<file path="src/rtl/osc_unused_placeholder_removed.sv">
`timescale 1ns/1ps
`default_nettype none
`default_nettype wire

</file>
<file path="src/rtl/osc_pkg.sv">
package osc_pkg;

    // ------------------------------------------------------------
    // Timing
    // ------------------------------------------------------------
    localparam int CLK_PERIOD_NS = 40;
    // Ambient to lit sample spacing, 25.6 us
    localparam int SAMPLE_GAP_NS = 25600;
    localparam int SAMPLE_GAP_CYCLES = (SAMPLE_GAP_NS / CLK_PERIOD_NS < 1) ? 1 :
        SAMPLE_GAP_NS / CLK_PERIOD_NS;
    // Burst repetition period
    localparam int MEAS_PERIOD_US = 10000;
    localparam int MEAS_PERIOD_CYCLES = MEAS_PERIOD_US * 1000 / CLK_PERIOD_NS;

    // ------------------------------------------------------------
    // Widths
    // ------------------------------------------------------------
    localparam int DATA_W = 8;
    localparam int SAMPLE_W = 16;
    localparam int PARAM_ADDR_W = 5;
    localparam int PARAM_DEPTH = 32;
    localparam int LED_MAX = 3;
    localparam int GAP_CNT_W = 16;
    localparam int PERIOD_CNT_W = 32;

    // ------------------------------------------------------------
    // Command encoding
    // ------------------------------------------------------------
    localparam int OPC_MSB = 7;
    localparam int OPC_LSB = 5;
    localparam logic [2:0] OPC_MISC = 3'h0;
    localparam logic [2:0] OPC_QUERY = 3'h4;
    localparam logic [2:0] OPC_SET = 3'h5;
    localparam logic [4:0] MISC_NOP = 5'h00;
    localparam logic [4:0] MISC_FORCE = 5'h05;

    // ------------------------------------------------------------
    // Response encoding and parameter defaults
    // ------------------------------------------------------------
    localparam logic [7:0] RESP_RESET = 8'h00;
    localparam logic [7:0] RESP_INVALID = 8'h80;
    localparam logic [3:0] RESP_CNT_RESET = 4'h0;
    localparam logic [7:0] READ_VALUE_RESET = 8'h00;
    localparam logic [7:0] WRITE_VALUE_RESET = 8'h00;
    localparam logic [4:0] PARAM_MEAS_CTRL = 5'h00;
    localparam int MEAS_CTRL_AUTO_BIT = 0;
    localparam logic [7:0] MEAS_CTRL_RESET = 8'h01;
    localparam logic [7:0] PARAM_RESET = 8'h00;

    typedef struct packed {
        logic command_write;
        logic [7:0] command;
        logic write_value_load;
        logic [7:0] write_value;
    } osc_host_req_t;

    typedef struct packed {
        logic [7:0] response;
        logic [7:0] parameter_read_value;
        logic [7:0] parameter_write_value;
    } osc_host_view_t;

endpackage

</file>
<file path="src/rtl/osc_ambient_sub.sv">
`timescale 1ns/1ps
`default_nettype none

module osc_ambient_sub #(
    parameter int SAMPLE_W = 16
) (
    input wire logic clk,
    input wire logic reset,
    input wire logic ambient_take,
    input wire logic lit_take,
    input wire logic [SAMPLE_W-1:0] level,
    output logic [SAMPLE_W-1:0] difference,
    output logic difference_valid
);
    logic [SAMPLE_W-1:0] ambient;
    logic [SAMPLE_W-1:0] next_ambient;
    logic [SAMPLE_W-1:0] next_difference;
    logic next_difference_valid;

    // ------------------------------------------------------------
    // Ambient capture and subtraction
    // ------------------------------------------------------------
    always_comb begin
        next_ambient = ambient;
        next_difference = difference;
        next_difference_valid = 1'b0;
        if (ambient_take) begin
            next_ambient = level;
        end
        if (lit_take) begin
            next_difference = (level > ambient) ? level - ambient : '0;
            next_difference_valid = 1'b1;
        end
    end

    always_ff @(posedge clk or posedge reset) begin
        if (reset) begin
            ambient <= '0;
            difference <= '0;
            difference_valid <= 1'b0;
        end else begin
            ambient <= next_ambient;
            difference <= next_difference;
            difference_valid <= next_difference_valid;
        end
    end

endmodule

`default_nettype wire

</file>
<file path="src/rtl/osc_command_port.sv">
`timescale 1ns/1ps
`default_nettype none

// Functional notes
// Only one emitter lit at a time
// Ambient sample first, then emitter-on sample
// Subtract ambient, 25.6 us apart, report difference
// Sequencer sleeps, wakes periodically for bursts
// Register access never wakes the sequencer
// Any command write wakes the sequencer
// Response written after each finished command
// Command during busy sequencer is dropped
// Host rechecks response, rewrites dropped commands
// Query command places value in read register
// Set command writes value from write register
// Interrupt output flags new samples ready
// Read value updated before response
module osc_command_port
    import osc_pkg::*;
#(
    parameter int LED_COUNT = osc_pkg::LED_MAX,
    parameter int MEAS_PERIOD = osc_pkg::MEAS_PERIOD_CYCLES
) (
    input wire logic clk,
    input wire logic reset,
    input wire osc_pkg::osc_host_req_t host_req,
    input wire logic [osc_pkg::SAMPLE_W-1:0] ir_level,
    input wire logic sample_read_ack,
    output osc_pkg::osc_host_view_t host_view,
    output logic [LED_COUNT-1:0] led_enable,
    output logic [LED_COUNT*osc_pkg::SAMPLE_W-1:0] reflected_light_measurement,
    output logic sample_ready,
    output logic sequencer_awake
);
    import osc_pkg::*;

    // ------------------------------------------------------------
    // Parameter checks
    // ------------------------------------------------------------
    if (LED_COUNT < 1 || LED_COUNT > LED_MAX) begin : g_bad_leds
        $error("LED_COUNT out of range");
    end
    if (MEAS_PERIOD < 2) begin : g_bad_period
        $error("MEAS_PERIOD too small");
    end

    typedef enum logic [2:0] {
        SEQ_STANDBY,
        SEQ_DECODE,
        SEQ_RESPOND,
        SEQ_AMBIENT,
        SEQ_LIT,
        SEQ_STORE
    } osc_seq_t;

    localparam logic [GAP_CNT_W-1:0] GAP_LOAD = GAP_CNT_W'(SAMPLE_GAP_CYCLES - 1);
    localparam logic [PERIOD_CNT_W-1:0] PERIOD_LOAD = PERIOD_CNT_W'(MEAS_PERIOD - 1);
    localparam logic [1:0] LAST_LED = 2'(LED_COUNT - 1);

    osc_seq_t state;
    osc_seq_t next_state;
    logic [7:0] command;
    logic [7:0] next_command;
    logic [3:0] resp_cnt;
    logic [3:0] next_resp_cnt;
    logic cmd_ok;
    logic next_cmd_ok;
    logic cmd_force;
    logic next_cmd_force;
    logic [1:0] led_idx;
    logic [1:0] next_led_idx;
    logic [GAP_CNT_W-1:0] gap_cnt;
    logic [GAP_CNT_W-1:0] next_gap_cnt;
    logic [PERIOD_CNT_W-1:0] period_cnt;
    logic [PERIOD_CNT_W-1:0] next_period_cnt;
    osc_host_view_t next_host_view;
    logic [LED_COUNT-1:0] next_led_enable;
    logic [LED_COUNT*SAMPLE_W-1:0] next_results;
    logic next_sample_ready;
    logic next_awake;
    logic [DATA_W-1:0] param_mem [PARAM_DEPTH];
    logic mem_we;
    logic [PARAM_ADDR_W-1:0] mem_addr;
    logic ambient_take;
    logic lit_take;
    logic [SAMPLE_W-1:0] difference;
    logic difference_valid;
    logic period_due;

    assign mem_addr = command[PARAM_ADDR_W-1:0];

    // ------------------------------------------------------------
    // Ambient subtraction unit
    // ------------------------------------------------------------
    osc_ambient_sub #(
        .SAMPLE_W(SAMPLE_W)
    ) u_sub (
        .clk(clk),
        .reset(reset),
        .ambient_take(ambient_take),
        .lit_take(lit_take),
        .level(ir_level),
        .difference(difference),
        .difference_valid(difference_valid)
    );

    // ------------------------------------------------------------
    // Sequencer next state
    // ------------------------------------------------------------
    always_comb begin
        next_state = state;
        next_command = command;
        next_resp_cnt = resp_cnt;
        next_cmd_ok = cmd_ok;
        next_cmd_force = cmd_force;
        next_led_idx = led_idx;
        next_gap_cnt = gap_cnt;
        next_host_view = host_view;
        next_results = reflected_light_measurement;
        next_sample_ready = sample_ready;
        mem_we = 1'b0;
        ambient_take = 1'b0;
        lit_take = 1'b0;
        period_due = (period_cnt == '0);
        next_period_cnt = period_due ? PERIOD_LOAD : period_cnt - 1'b1;

        // Direct register loads, served in every state
        if (host_req.write_value_load) begin
            next_host_view.parameter_write_value = host_req.write_value;
        end

        unique case (state)
            SEQ_STANDBY: begin
                if (host_req.command_write) begin
                    next_command = host_req.command;
                    next_state = SEQ_DECODE;
                end else if (period_due && param_mem[PARAM_MEAS_CTRL][MEAS_CTRL_AUTO_BIT]) begin
                    next_led_idx = 2'h0;
                    next_state = SEQ_AMBIENT;
                end
            end
            SEQ_DECODE: begin
                next_cmd_ok = 1'b1;
                next_cmd_force = 1'b0;
                unique case (command[OPC_MSB:OPC_LSB])
                    OPC_QUERY: begin
                        next_host_view.parameter_read_value = param_mem[mem_addr];
                    end
                    OPC_SET: begin
                        mem_we = 1'b1;
                    end
                    OPC_MISC: begin
                        if (command[PARAM_ADDR_W-1:0] == MISC_FORCE) begin
                            next_cmd_force = 1'b1;
                        end else if (command[PARAM_ADDR_W-1:0] != MISC_NOP) begin
                            next_cmd_ok = 1'b0;
                        end
                    end
                    default: begin
                        next_cmd_ok = 1'b0;
                    end
                endcase
                next_state = SEQ_RESPOND;
            end
            SEQ_RESPOND: begin
                if (cmd_ok) begin
                    next_resp_cnt = resp_cnt + 1'b1;
                    next_host_view.response = {4'h0, resp_cnt + 1'b1};
                end else begin
                    next_host_view.response = RESP_INVALID;
                end
                next_led_idx = 2'h0;
                next_state = cmd_force ? SEQ_AMBIENT : SEQ_STANDBY;
            end
            SEQ_AMBIENT: begin
                ambient_take = 1'b1;
                next_gap_cnt = GAP_LOAD;
                next_state = SEQ_LIT;
            end
            SEQ_LIT: begin
                if (gap_cnt == '0) begin
                    lit_take = 1'b1;
                    next_state = SEQ_STORE;
                end else begin
                    next_gap_cnt = gap_cnt - 1'b1;
                end
            end
            SEQ_STORE: begin
                if (difference_valid) begin
                    next_results[led_idx*SAMPLE_W +: SAMPLE_W] = difference;
                    if (led_idx == LAST_LED) begin
                        next_sample_ready = 1'b1;
                        next_state = SEQ_STANDBY;
                    end else begin
                        next_led_idx = led_idx + 1'b1;
                        next_state = SEQ_AMBIENT;
                    end
                end
            end
        endcase

        // Commands outside standby are dropped, response untouched
        if (state != SEQ_STANDBY && host_req.command_write) begin
            next_command = next_command;
        end

        // Host acknowledge clears, a new sample set wins
        if (sample_read_ack && !(state == SEQ_STORE && difference_valid && led_idx == LAST_LED)) begin
            next_sample_ready = 1'b0;
        end
    end

    // ------------------------------------------------------------
    // Emitter drive and wake indication
    // ------------------------------------------------------------
    always_comb begin
        next_led_enable = '0;
        if (next_state == SEQ_LIT) begin
            next_led_enable[next_led_idx] = 1'b1;
        end
        next_awake = (next_state != SEQ_STANDBY);
    end

    always_ff @(posedge clk or posedge reset) begin
        if (reset) begin
            state <= SEQ_STANDBY;
            command <= 8'h00;
            resp_cnt <= RESP_CNT_RESET;
            cmd_ok <= 1'b0;
            cmd_force <= 1'b0;
            led_idx <= 2'h0;
            gap_cnt <= '0;
            period_cnt <= PERIOD_LOAD;
            host_view <= '{response: RESP_RESET, parameter_read_value: READ_VALUE_RESET,
                           parameter_write_value: WRITE_VALUE_RESET};
            led_enable <= '0;
            reflected_light_measurement <= '0;
            sample_ready <= 1'b0;
            sequencer_awake <= 1'b0;
        end else begin
            state <= next_state;
            command <= next_command;
            resp_cnt <= next_resp_cnt;
            cmd_ok <= next_cmd_ok;
            cmd_force <= next_cmd_force;
            led_idx <= next_led_idx;
            gap_cnt <= next_gap_cnt;
            period_cnt <= next_period_cnt;
            host_view <= next_host_view;
            led_enable <= next_led_enable;
            reflected_light_measurement <= next_results;
            sample_ready <= next_sample_ready;
            sequencer_awake <= next_awake;
        end
    end

    // ------------------------------------------------------------
    // Parameter memory
    // ------------------------------------------------------------
    always_ff @(posedge clk or posedge reset) begin
        if (reset) begin
            for (int i = 0; i < PARAM_DEPTH; i++) begin
                param_mem[i] <= (i == int'(PARAM_MEAS_CTRL)) ? MEAS_CTRL_RESET : PARAM_RESET;
            end
        end else if (mem_we) begin
            param_mem[mem_addr] <= host_view.parameter_write_value;
        end
    end

endmodule

`default_nettype wire

</file>
<file path="config.mk">
export PLATFORM = sky130hd
export DESIGN_NAME = osc_command_port
export DESIGN_NICKNAME = d
export VERILOG_FILES = /design/src/rtl/osc_unused_placeholder_removed.sv /design/src/rtl/osc_pkg.sv /design/src/rtl/osc_ambient_sub.sv /design/src/rtl/osc_command_port.sv
export SDC_FILE = /design/constraint.sdc
export NUM_CORES = 1
export LEC_CHECK = 0
export BUFFER_PORTS_ARGS = -buffer_cell sky130_fd_sc_hd__buf_2
export CORE_MARGIN = 2
export CORE_UTILIZATION = 35
export DETAILED_ROUTE_END_ITERATION = 12
export GPL_TIMING_DRIVEN = 0
export SETUP_SLACK_MARGIN = 0.05
export SYNTH_ARGS = -nofsm -noshare
export SYNTH_HDL_FRONTEND = slang
export SYNTH_HIERARCHICAL = 1
export SYNTH_SLANG_ARGS = --single-unit
</file>
<file path="constraint.sdc">
create_clock -name clk -period 16.55 [get_ports clk]
set_input_delay 1.655 -clock clk [delete_from_list [all_inputs] [get_ports clk]]
set_output_delay 1.655 -clock clk [all_outputs]
set_load 0.01 [all_outputs]
</file>
==> results by group, run 1 <==
Power and ir drop
  – Peak VDD IR: 101 µV
  – Static Leak: 0.0109 µW
  – PD cells: 146 mW/mm²
  – Power, Total: 3420 µW

Floorplanning
  – Die width: 244 µm
  – DIE HEIGHT: 244 µm
  – Die area: 0.0597 mm²
  – Initial Util: 35.2%
  – Row count: 88
  – Core area: 0.0575 mm²
  – Num ports: 114

Synth
  – Post-Syn Area per Cell: 11.9 µm²
  – Largest family of logic cells by synthesized area: multiplexers
  – XOR/XNOR Fraction of Synth Area: 1.86%
  – Post-Synth Simple-Gate Area: 11.5%
  – Synth cell types: 72
  – Main synth FF type: dfrtp_1
  – Synth Area in Compound Gates: 6.57%
  – Mapped Cells: 1699
  – Synth top cells by count: dfrtp_1, mux2_2, nand2_1
  – Most instantiated library cell after synthesis: dfrtp_1
  – Top cells by area, synth: dfrtp_1, mux2_2, nand2_1
  – Yosys warnings: 6
  – Synth Register Bits: 430
  – Proportion of synthesized flip-flops having asynchronous set or reset: 100%
  – Top-area cell type share of the netlist area: 51.8%
  – Synthesized-area fraction occupied by adder cells: 1.65%
  – Mux share of post-synthesis cell area: 22.3%
  – Mapped cell area: 0.0202 mm²
  – Leading area contributor after synthesis: dfrtp_1
  – Register area share after synthesis: 53.3%
  – EDFF count, synth: 0

Clock tree
  – Clock slew at reported path FFs: 0.07 ns
  – Bufs on Longest Clock Path: 3
  – Clock latency on the worst-skew pair: 0.60 ns
  – Clock root cell: clkbuf_16
  – CTS-repair resized insts: 0
  – Postcts setup bufs: 0
  – CTS tree: built
  – H-tree depth: 2
  – CTS Buf Count: 46
  – Clock Sinks: 430
  – Hold buffers post-CTS: 0

Final layout
  – Fin cells: 2661
  – Layout fillers: 5571
  – Design area: 0.0234 mm²
  – Layout cells sized above 1: 28.8%
  – N_diodes: 0
  – Layout area overhead: 15.6%
  – Final #Nets: 1924

Setup path
  – CP Cell Sequence: clkbuf_1, clkbuf_1, buf_1, nand3b_1, nor2_1, mux2_2
  – CP Launch Type: register
  – Worst r2r path cells: 6
  – CP max stage delay: 0.95 ns
  – CP bufs+invs: 3
  – Worst flop-to-flop path startpoint: command[1]$_DFFE_PP0P_
  – CP Max Fanout: 10
  – Crit-path most repeated cell: clkbuf_1
  – CP Data Arrival Time: 4.08 ns
  – Worst Setup Path Type: reg2reg
  – Delay-heaviest family, CP: buffers and inverters
  – Worst Setup End Kind: register
  – RR Endpoint: param_mem[13]$_DFFE_PP0P_
  – CP required: 17.02 ns
  – Slowest-stage cell, CP: nor2_1
  – R2r setup slk: 12.94 ns

Status
  – Status: finished, final reports clean

Drt
  – Residual DRC count: 0
  – WL/cell: 21.4 µm
  – Initial DRC count: 1062
  – First-pass DRT Iterations: 5
  – Avg Vias per Cell: 5.37
  – Routed wire length: 57100 µm
  – ANT nets after route: 0
  – Vias: 14300

Min path
  – Worst hold start: host_view[18]$_DFFE_PP0N_
  – Hold EP: host_view[18]$_DFFE_PP0N_
  – Hold path depth: 2
  – Tightest Hold Check Type: reg2reg

GRT
  – Largest net degree at the start of global routing: 136
  – Antenna violations before repair: 0
  – Vias in the first global route: 14600
  – Total track usage: 19.1%
  – First-pass GRT wire length: 87900 µm
  – GR Overflow Total: 0

STA
  – Final Skew: 0.0314 ns
  – Unrepaired setup endpoints after global routing: false
  – Setup violation total in the final timing report: 0
  – Final worst-path cycle share: 21.8%
  – Final setup margin: 12.94 ns
  – Endpoints failing hold: 0
  – Worst slew pin tran: 1.26 ns
  – Fmax: 277 MHz
  – Slew headroom: 15.3%
  – Final min period: 3.61 ns
  – Slew Viols, Final: 0

Place
  – Placed cell areas: 0.0218 mm²
  – Gpl congestion: 0.893
  – Pre-CTS setup slack: 12.68 ns
  – I/O Buffers: 109
  – Post-DP HPWL: 39600 µm
  – Dpl cells: 2578

Run
  – Number of max-cap violations: 0
==> placed cells by master, fill, tap and decap left out, drive strengths merged, types with 7 or more instances in the layout <==
cell type	instances
dfrtp	419
a31oi	9
xnor2	19
xor2	24
a22oi	7
a21oi	31
nor3b	11
o211ai	8
ha	25
buf	134
o22ai	34
nor4	12
dfstp	11
nand2	201
inv	47
mux4	33
nand4	14
o21ai	85
nand2b	18
nand3	28
nor2b	12
mux2	282
mux2i	60
nor2	74
nor3	26
clkbuf	145
or3	15
or4	15
==> kinds of logic after synthesis <==
group | after synthesis
and+or+nand+nor | 464
DFF | 430
muxes | 375
AOI/OAI and AO/OA | 218
buffers and inverters | 142
xor gates and xnor gates | 43
adders and majority gates | 26
other | 1
==> power by group <==
part / switching (µW) / internal (µW) / total (µW)
clock network: 433 / 625 / 1060
registers: 121 / 1230 / 1350
logic: 614 / 403 / 1020
==> stage by stage <==
stage | setup TNS (ns) | hold WS [ns] | utilization [%]
after floorplan | 0 | 0.449 | -
after global placement | -87.20 | 0.457 | 37.8
after detailed placement | 0 | 0.466 | 38.0
after CTS | 0 | 0.480 | 40.7
after global routing | 0 | 0.499 | 40.7
final | 0 | 0.476 | 40.7
==> routing by layer <==
layer,wire length (µm),global-route usage (%),up-vias
li1,-,-,6383
met1,25000,25.8,7293
met2,26800,31.1,512
met3,3750,3.17,94
met4,1590,6.67,0
met5,0,0,-
==> worst max-delay path by stage <==
stage | from | end | cells after the start
final | command[1]$_DFFE_PP0P_ | param_mem[13]$_DFFE_PP0P_ | 6
after global routing | command[1]$_DFFE_PP0P_ | param_mem[8]$_DFFE_PP0P_ | 6
after CTS | command[1]$_DFFE_PP0P_ | param_mem[15]$_DFFE_PP0P_ | 6
after detailed placement | ir_level[0] | u_sub/difference[11]$_DFFE_PP0P_ | 11
after global placement | reset | param_mem[7]$_DFFE_PP0P_ | 2
after floorplan | reset | cmd_force$_DFFE_PP0P_ | 1
==> state kept, by name (all words and copies together) (netlist names), 2 cells and up <==
register                     cells
param_mem                      256
reflected_light_measurement     48
period_cnt                      32
host_view                       21
gap_cnt                         16
u_sub/ambient                   16
u_sub/difference                16
command                          8
resp_cnt                         4
led_enable                       3
state                            3
led_idx                          2
==> cell type report <==
class / count / area (µm²) / area share (%)
Timing Repair Buffer: 112 / 628 / 2.69
Buffer: 96 / 404 / 1.73
Sequential cell: 430 / 10800 / 46.1
Tap cell: 765 / 957 / 4.09
Clock buffer: 72 / 1390 / 5.95
Inverter: 46 / 180 / 0.771
Clock inverter: 11 / 159 / 0.680
Multi-Input combinational cell: 1129 / 8890 / 38.0
==> worst min-delay path, cell delays in order, from the launching register on <==
cell,delay [ns]
dfrtp_1,0.35
nand2_1,0.05
nand2_1,0.05
(Power assumes the default switching activity.)
==> run 2, diff against run 1 <==
clock period = 3.77 ns   (was 16.55 ns; I/O delays follow)
==> run 2 against run 1 <==
Final cell count grew 0.49%. Clock skew up 0.012 ns. Hold slack got worse by 0.46 ns. Via count grew 0.78%. Non-clock buffer count up 10. Critical path depth is the same. Design area increased by 0.63%. First-iteration DRC count increased by 2.1%. Sequential cell count unchanged. Clock power rose to 4.4 times the previous value. Combinational power increased to 4.4 times the previous value. Critical endpoint unchanged.
==> results by group, run 2 (synthesized netlist as in run 1, its figures left out) <==
Status
  – Status: finished, final reports clean

GRT
  – Largest net degree at the start of global routing: 44 (-68%)
  – GR Overflow Total: 0 (unchanged)
  – First-pass GRT wire length: 87700 µm (-0.26%)
  – M2 GR Usage: 31.3% (+0.22 points)
  – M3 GR Usage: 4.37% (+1.2 points)
  – Total track usage: 19.1% (-0.058 points)
  – Most Used Layer, Global Route: met2
  – Antenna violations before repair: 2 (+2)
  – Met1 Usage GRT: 24.7% (-1.1 points)
  – Vias in the first global route: 14700 (+1.1%)

Setup path
  – CP Launch Type: register
  – CP Data Arrival Time: 3.95 ns (-0.13 ns)
  – Slowest-stage cell, CP: nor2_1
  – Worst Setup End Kind: register
  – CP Cell Sequence: clkbuf_1, clkbuf_1, buf_1, nand3b_1, nor2_1, mux2_2
  – Crit-path most repeated cell: clkbuf_1
  – CP required: 4.22 ns (-12.80 ns)
  – Worst Setup Path Type: reg2reg
  – CP Max Fanout: 10 (unchanged)
  – CP max stage delay: 0.88 ns (-0.07 ns)
  – CP bufs+invs: 3 (unchanged)
  – Delay-heaviest family, CP: buffers and inverters

STA
  – Final min period: 3.50 ns (-0.111 ns)
  – Slew headroom: 5.68% (-9.6 points)
  – Unrepaired setup endpoints after global routing: false
  – Final Skew: 0.0436 ns (+0.0122 ns)
  – Slew Viols, Final: 0 (unchanged)
  – Fmax: 286 MHz (+3.2%)
  – Endpoints failing hold: 0 (unchanged)
  – Setup violation total in the final timing report: 0 (unchanged)
  – Worst hold-check slack: 0.0172 ns (-0.459 ns)
  – Worst slew pin tran: 1.40 ns (+0.143 ns)
  – Final worst-path cycle share: 92.8% (+71 points)

Place
  – I/O Buffers: 109 (unchanged)
  – Post-DP HPWL: 40500 µm (+2.2%)
  – Gpl congestion: 0.913 (+2.2%)

Floorplanning
  – Die area: 0.0597 mm² (unchanged)
  – Row count: 88 (unchanged)
  – Die width: 244 µm (unchanged)
  – Initial Util: 35.2% (unchanged)
  – DIE HEIGHT: 244 µm (unchanged)
  – Core area: 0.0575 mm² (unchanged)
  – Num ports: 114 (unchanged)

Clock tree
  – CTS tree: built
  – Clock slew at reported path FFs: 0.06 ns (about the same)
  – Hold buffers post-CTS: 3 (+3)
  – Postcts setup bufs: 0 (unchanged)
  – Clock root cell: clkbuf_16
  – Clock latency on the worst-skew pair: 0.60 ns (about the same)
  – Bufs on Longest Clock Path: 3 (unchanged)
  – Clock Sinks: 430 (unchanged)
  – CTS Buf Count: 46 (unchanged)
  – CTS-repair resized insts: 0 (unchanged)
  – H-tree depth: 2 (unchanged)

Final layout
  – Largest regs: param_mem (256), reflected_light_measurement (48), period_cnt (32)
  – Layout area overhead: 16.3%
  – Most frequent cells in the layout: dfrtp_1, mux2_2, nand2_1
  – Max reg flops: 256 (unchanged)
  – Commonest non-fill, non-tap cell in the layout: dfrtp_1
  – Layout cells sized above 1: 29.3% (+0.48 points)
  – Final #Nets: 1934 (+0.52%)
  – Largest register by flop count: param_mem
  – N_diodes: 0 (unchanged)
  – Core Util, Final: 40.9% (+0.26 points)

Drt
  – Residual DRC count: 0 (unchanged)
  – WL/cell: 21.2 µm (-1.1%)
  – Routed wire length: 56700 µm (-0.58%)
  – Avg Vias per Cell: 5.38 (+0.29%)
  – Initial DRC count: 1084 (+2.1%)
  – ANT nets after route: 0 (unchanged)
  – First-pass DRT Iterations: 5 (unchanged)
  – Vias: 14400 (+0.78%)

Run
  – Number of max-cap violations: 0 (unchanged)

Power and ir drop
  – Static Leak: 0.0110 µW (+0.53%)
  – PD cells: 641 mW/mm² (+340%)
  – Peak VDD IR: 371 µV (+270%)
  – Power, Total: 15100 µW (+340%)

Min path
  – Tightest Hold Check Type: in2reg
==> run 2: cell count changes in the layout (fill, tap and decap cells not counted), sizes merged <==
cell	before	now
buf	134	141
dlygate4sd3	1	4
bufinv	3	4
clkbuf	145	138
clkinv	6	9
inv	47	48
clkinvlp	1	6
==> run 2: area by class of cell <==
| cell class | instances | area (µm²) |
|---|---|---|
| timing repair buffer | 122 | 776 |
| clock inverter | 21 | 240 |
| buffer | 96 | 404 |
| clock buffer | 65 | 1310 |
| tap | 765 | 957 |
| multi-input combinational | 1129 | 8890 |
| sequential | 430 | 10800 |
| inverter | 46 | 176 |
| fill | 5449 | 33900 |
==> run 2: final timing paths <==
| path | startpoint | to | slack (ns) | depth (start not counted) |
|---|---|---|---|---|
| worst max-delay path | command[1]$_DFFE_PP0P_ | param_mem[13]$_DFFE_PP0P_ | 0.27 | 6 |
| max in group asynchronous | reset | param_mem[13]$_DFFE_PP0P_ | 1.93 | 7 |
| worst min-delay path | host_req[4] | host_view[4]$_DFFE_PP0P_ | 0.02 | 2 |
| worst min register to register | reflected_light_measurement[24]$_DFFE_PP0P_ | reflected_light_measurement[24]$_DFFE_PP0P_ | 0.47 | 2 |
| worst max register to register | command[1]$_DFFE_PP0P_ | param_mem[13]$_DFFE_PP0P_ | 0.27 | 6 |
| min in group asynchronous | reset | reflected_light_measurement[14]$_DFFE_PP0P_ | 0.39 | 3 |
==> run 2: metal layers <==
metal	vias up	part of all wire (%)
li1	6447	-
met1	7310	42
met2	503	47
met3	130	7.0
met4	4	3.3
met5	-	0.039
==> run 2: stage by stage <==
stage          setup WS (ns)  setup TNS [ns]  cells  area, µm²
3_3_place_gp           -4.11        -1589.35   2575      21700
5_1_grt                0.164               0   2674      23500
3_5_place_dp           0.384               0   2585      21900
4_1_cts                0.332               0   2674      23500
2_1_floorplan          -1.94         -754.77   1701      20200
6_report               0.272               0   2674      23500
==> run 2: power by group <==
| part | internal, µW | leakage (µW) | switching (µW) |
|---|---|---|---|
| Clock | 2720 | 0.000752 | 1930 |
| Combinational | 1790 | 0.00450 | 2720 |
| Sequential | 5380 | 0.00575 | 541 |
| Total | 9890 | 0.0110 | 5190 |
==> run 2: worst register-to-register path: cells and delay by family, from the launching register on <==
family | cells | cell delay, ns
DFF | 1 | 0.33
buffers and inverters | 3 | 1.46
muxes | 1 | 0.42
and+or+nand+nor | 2 | 1.14
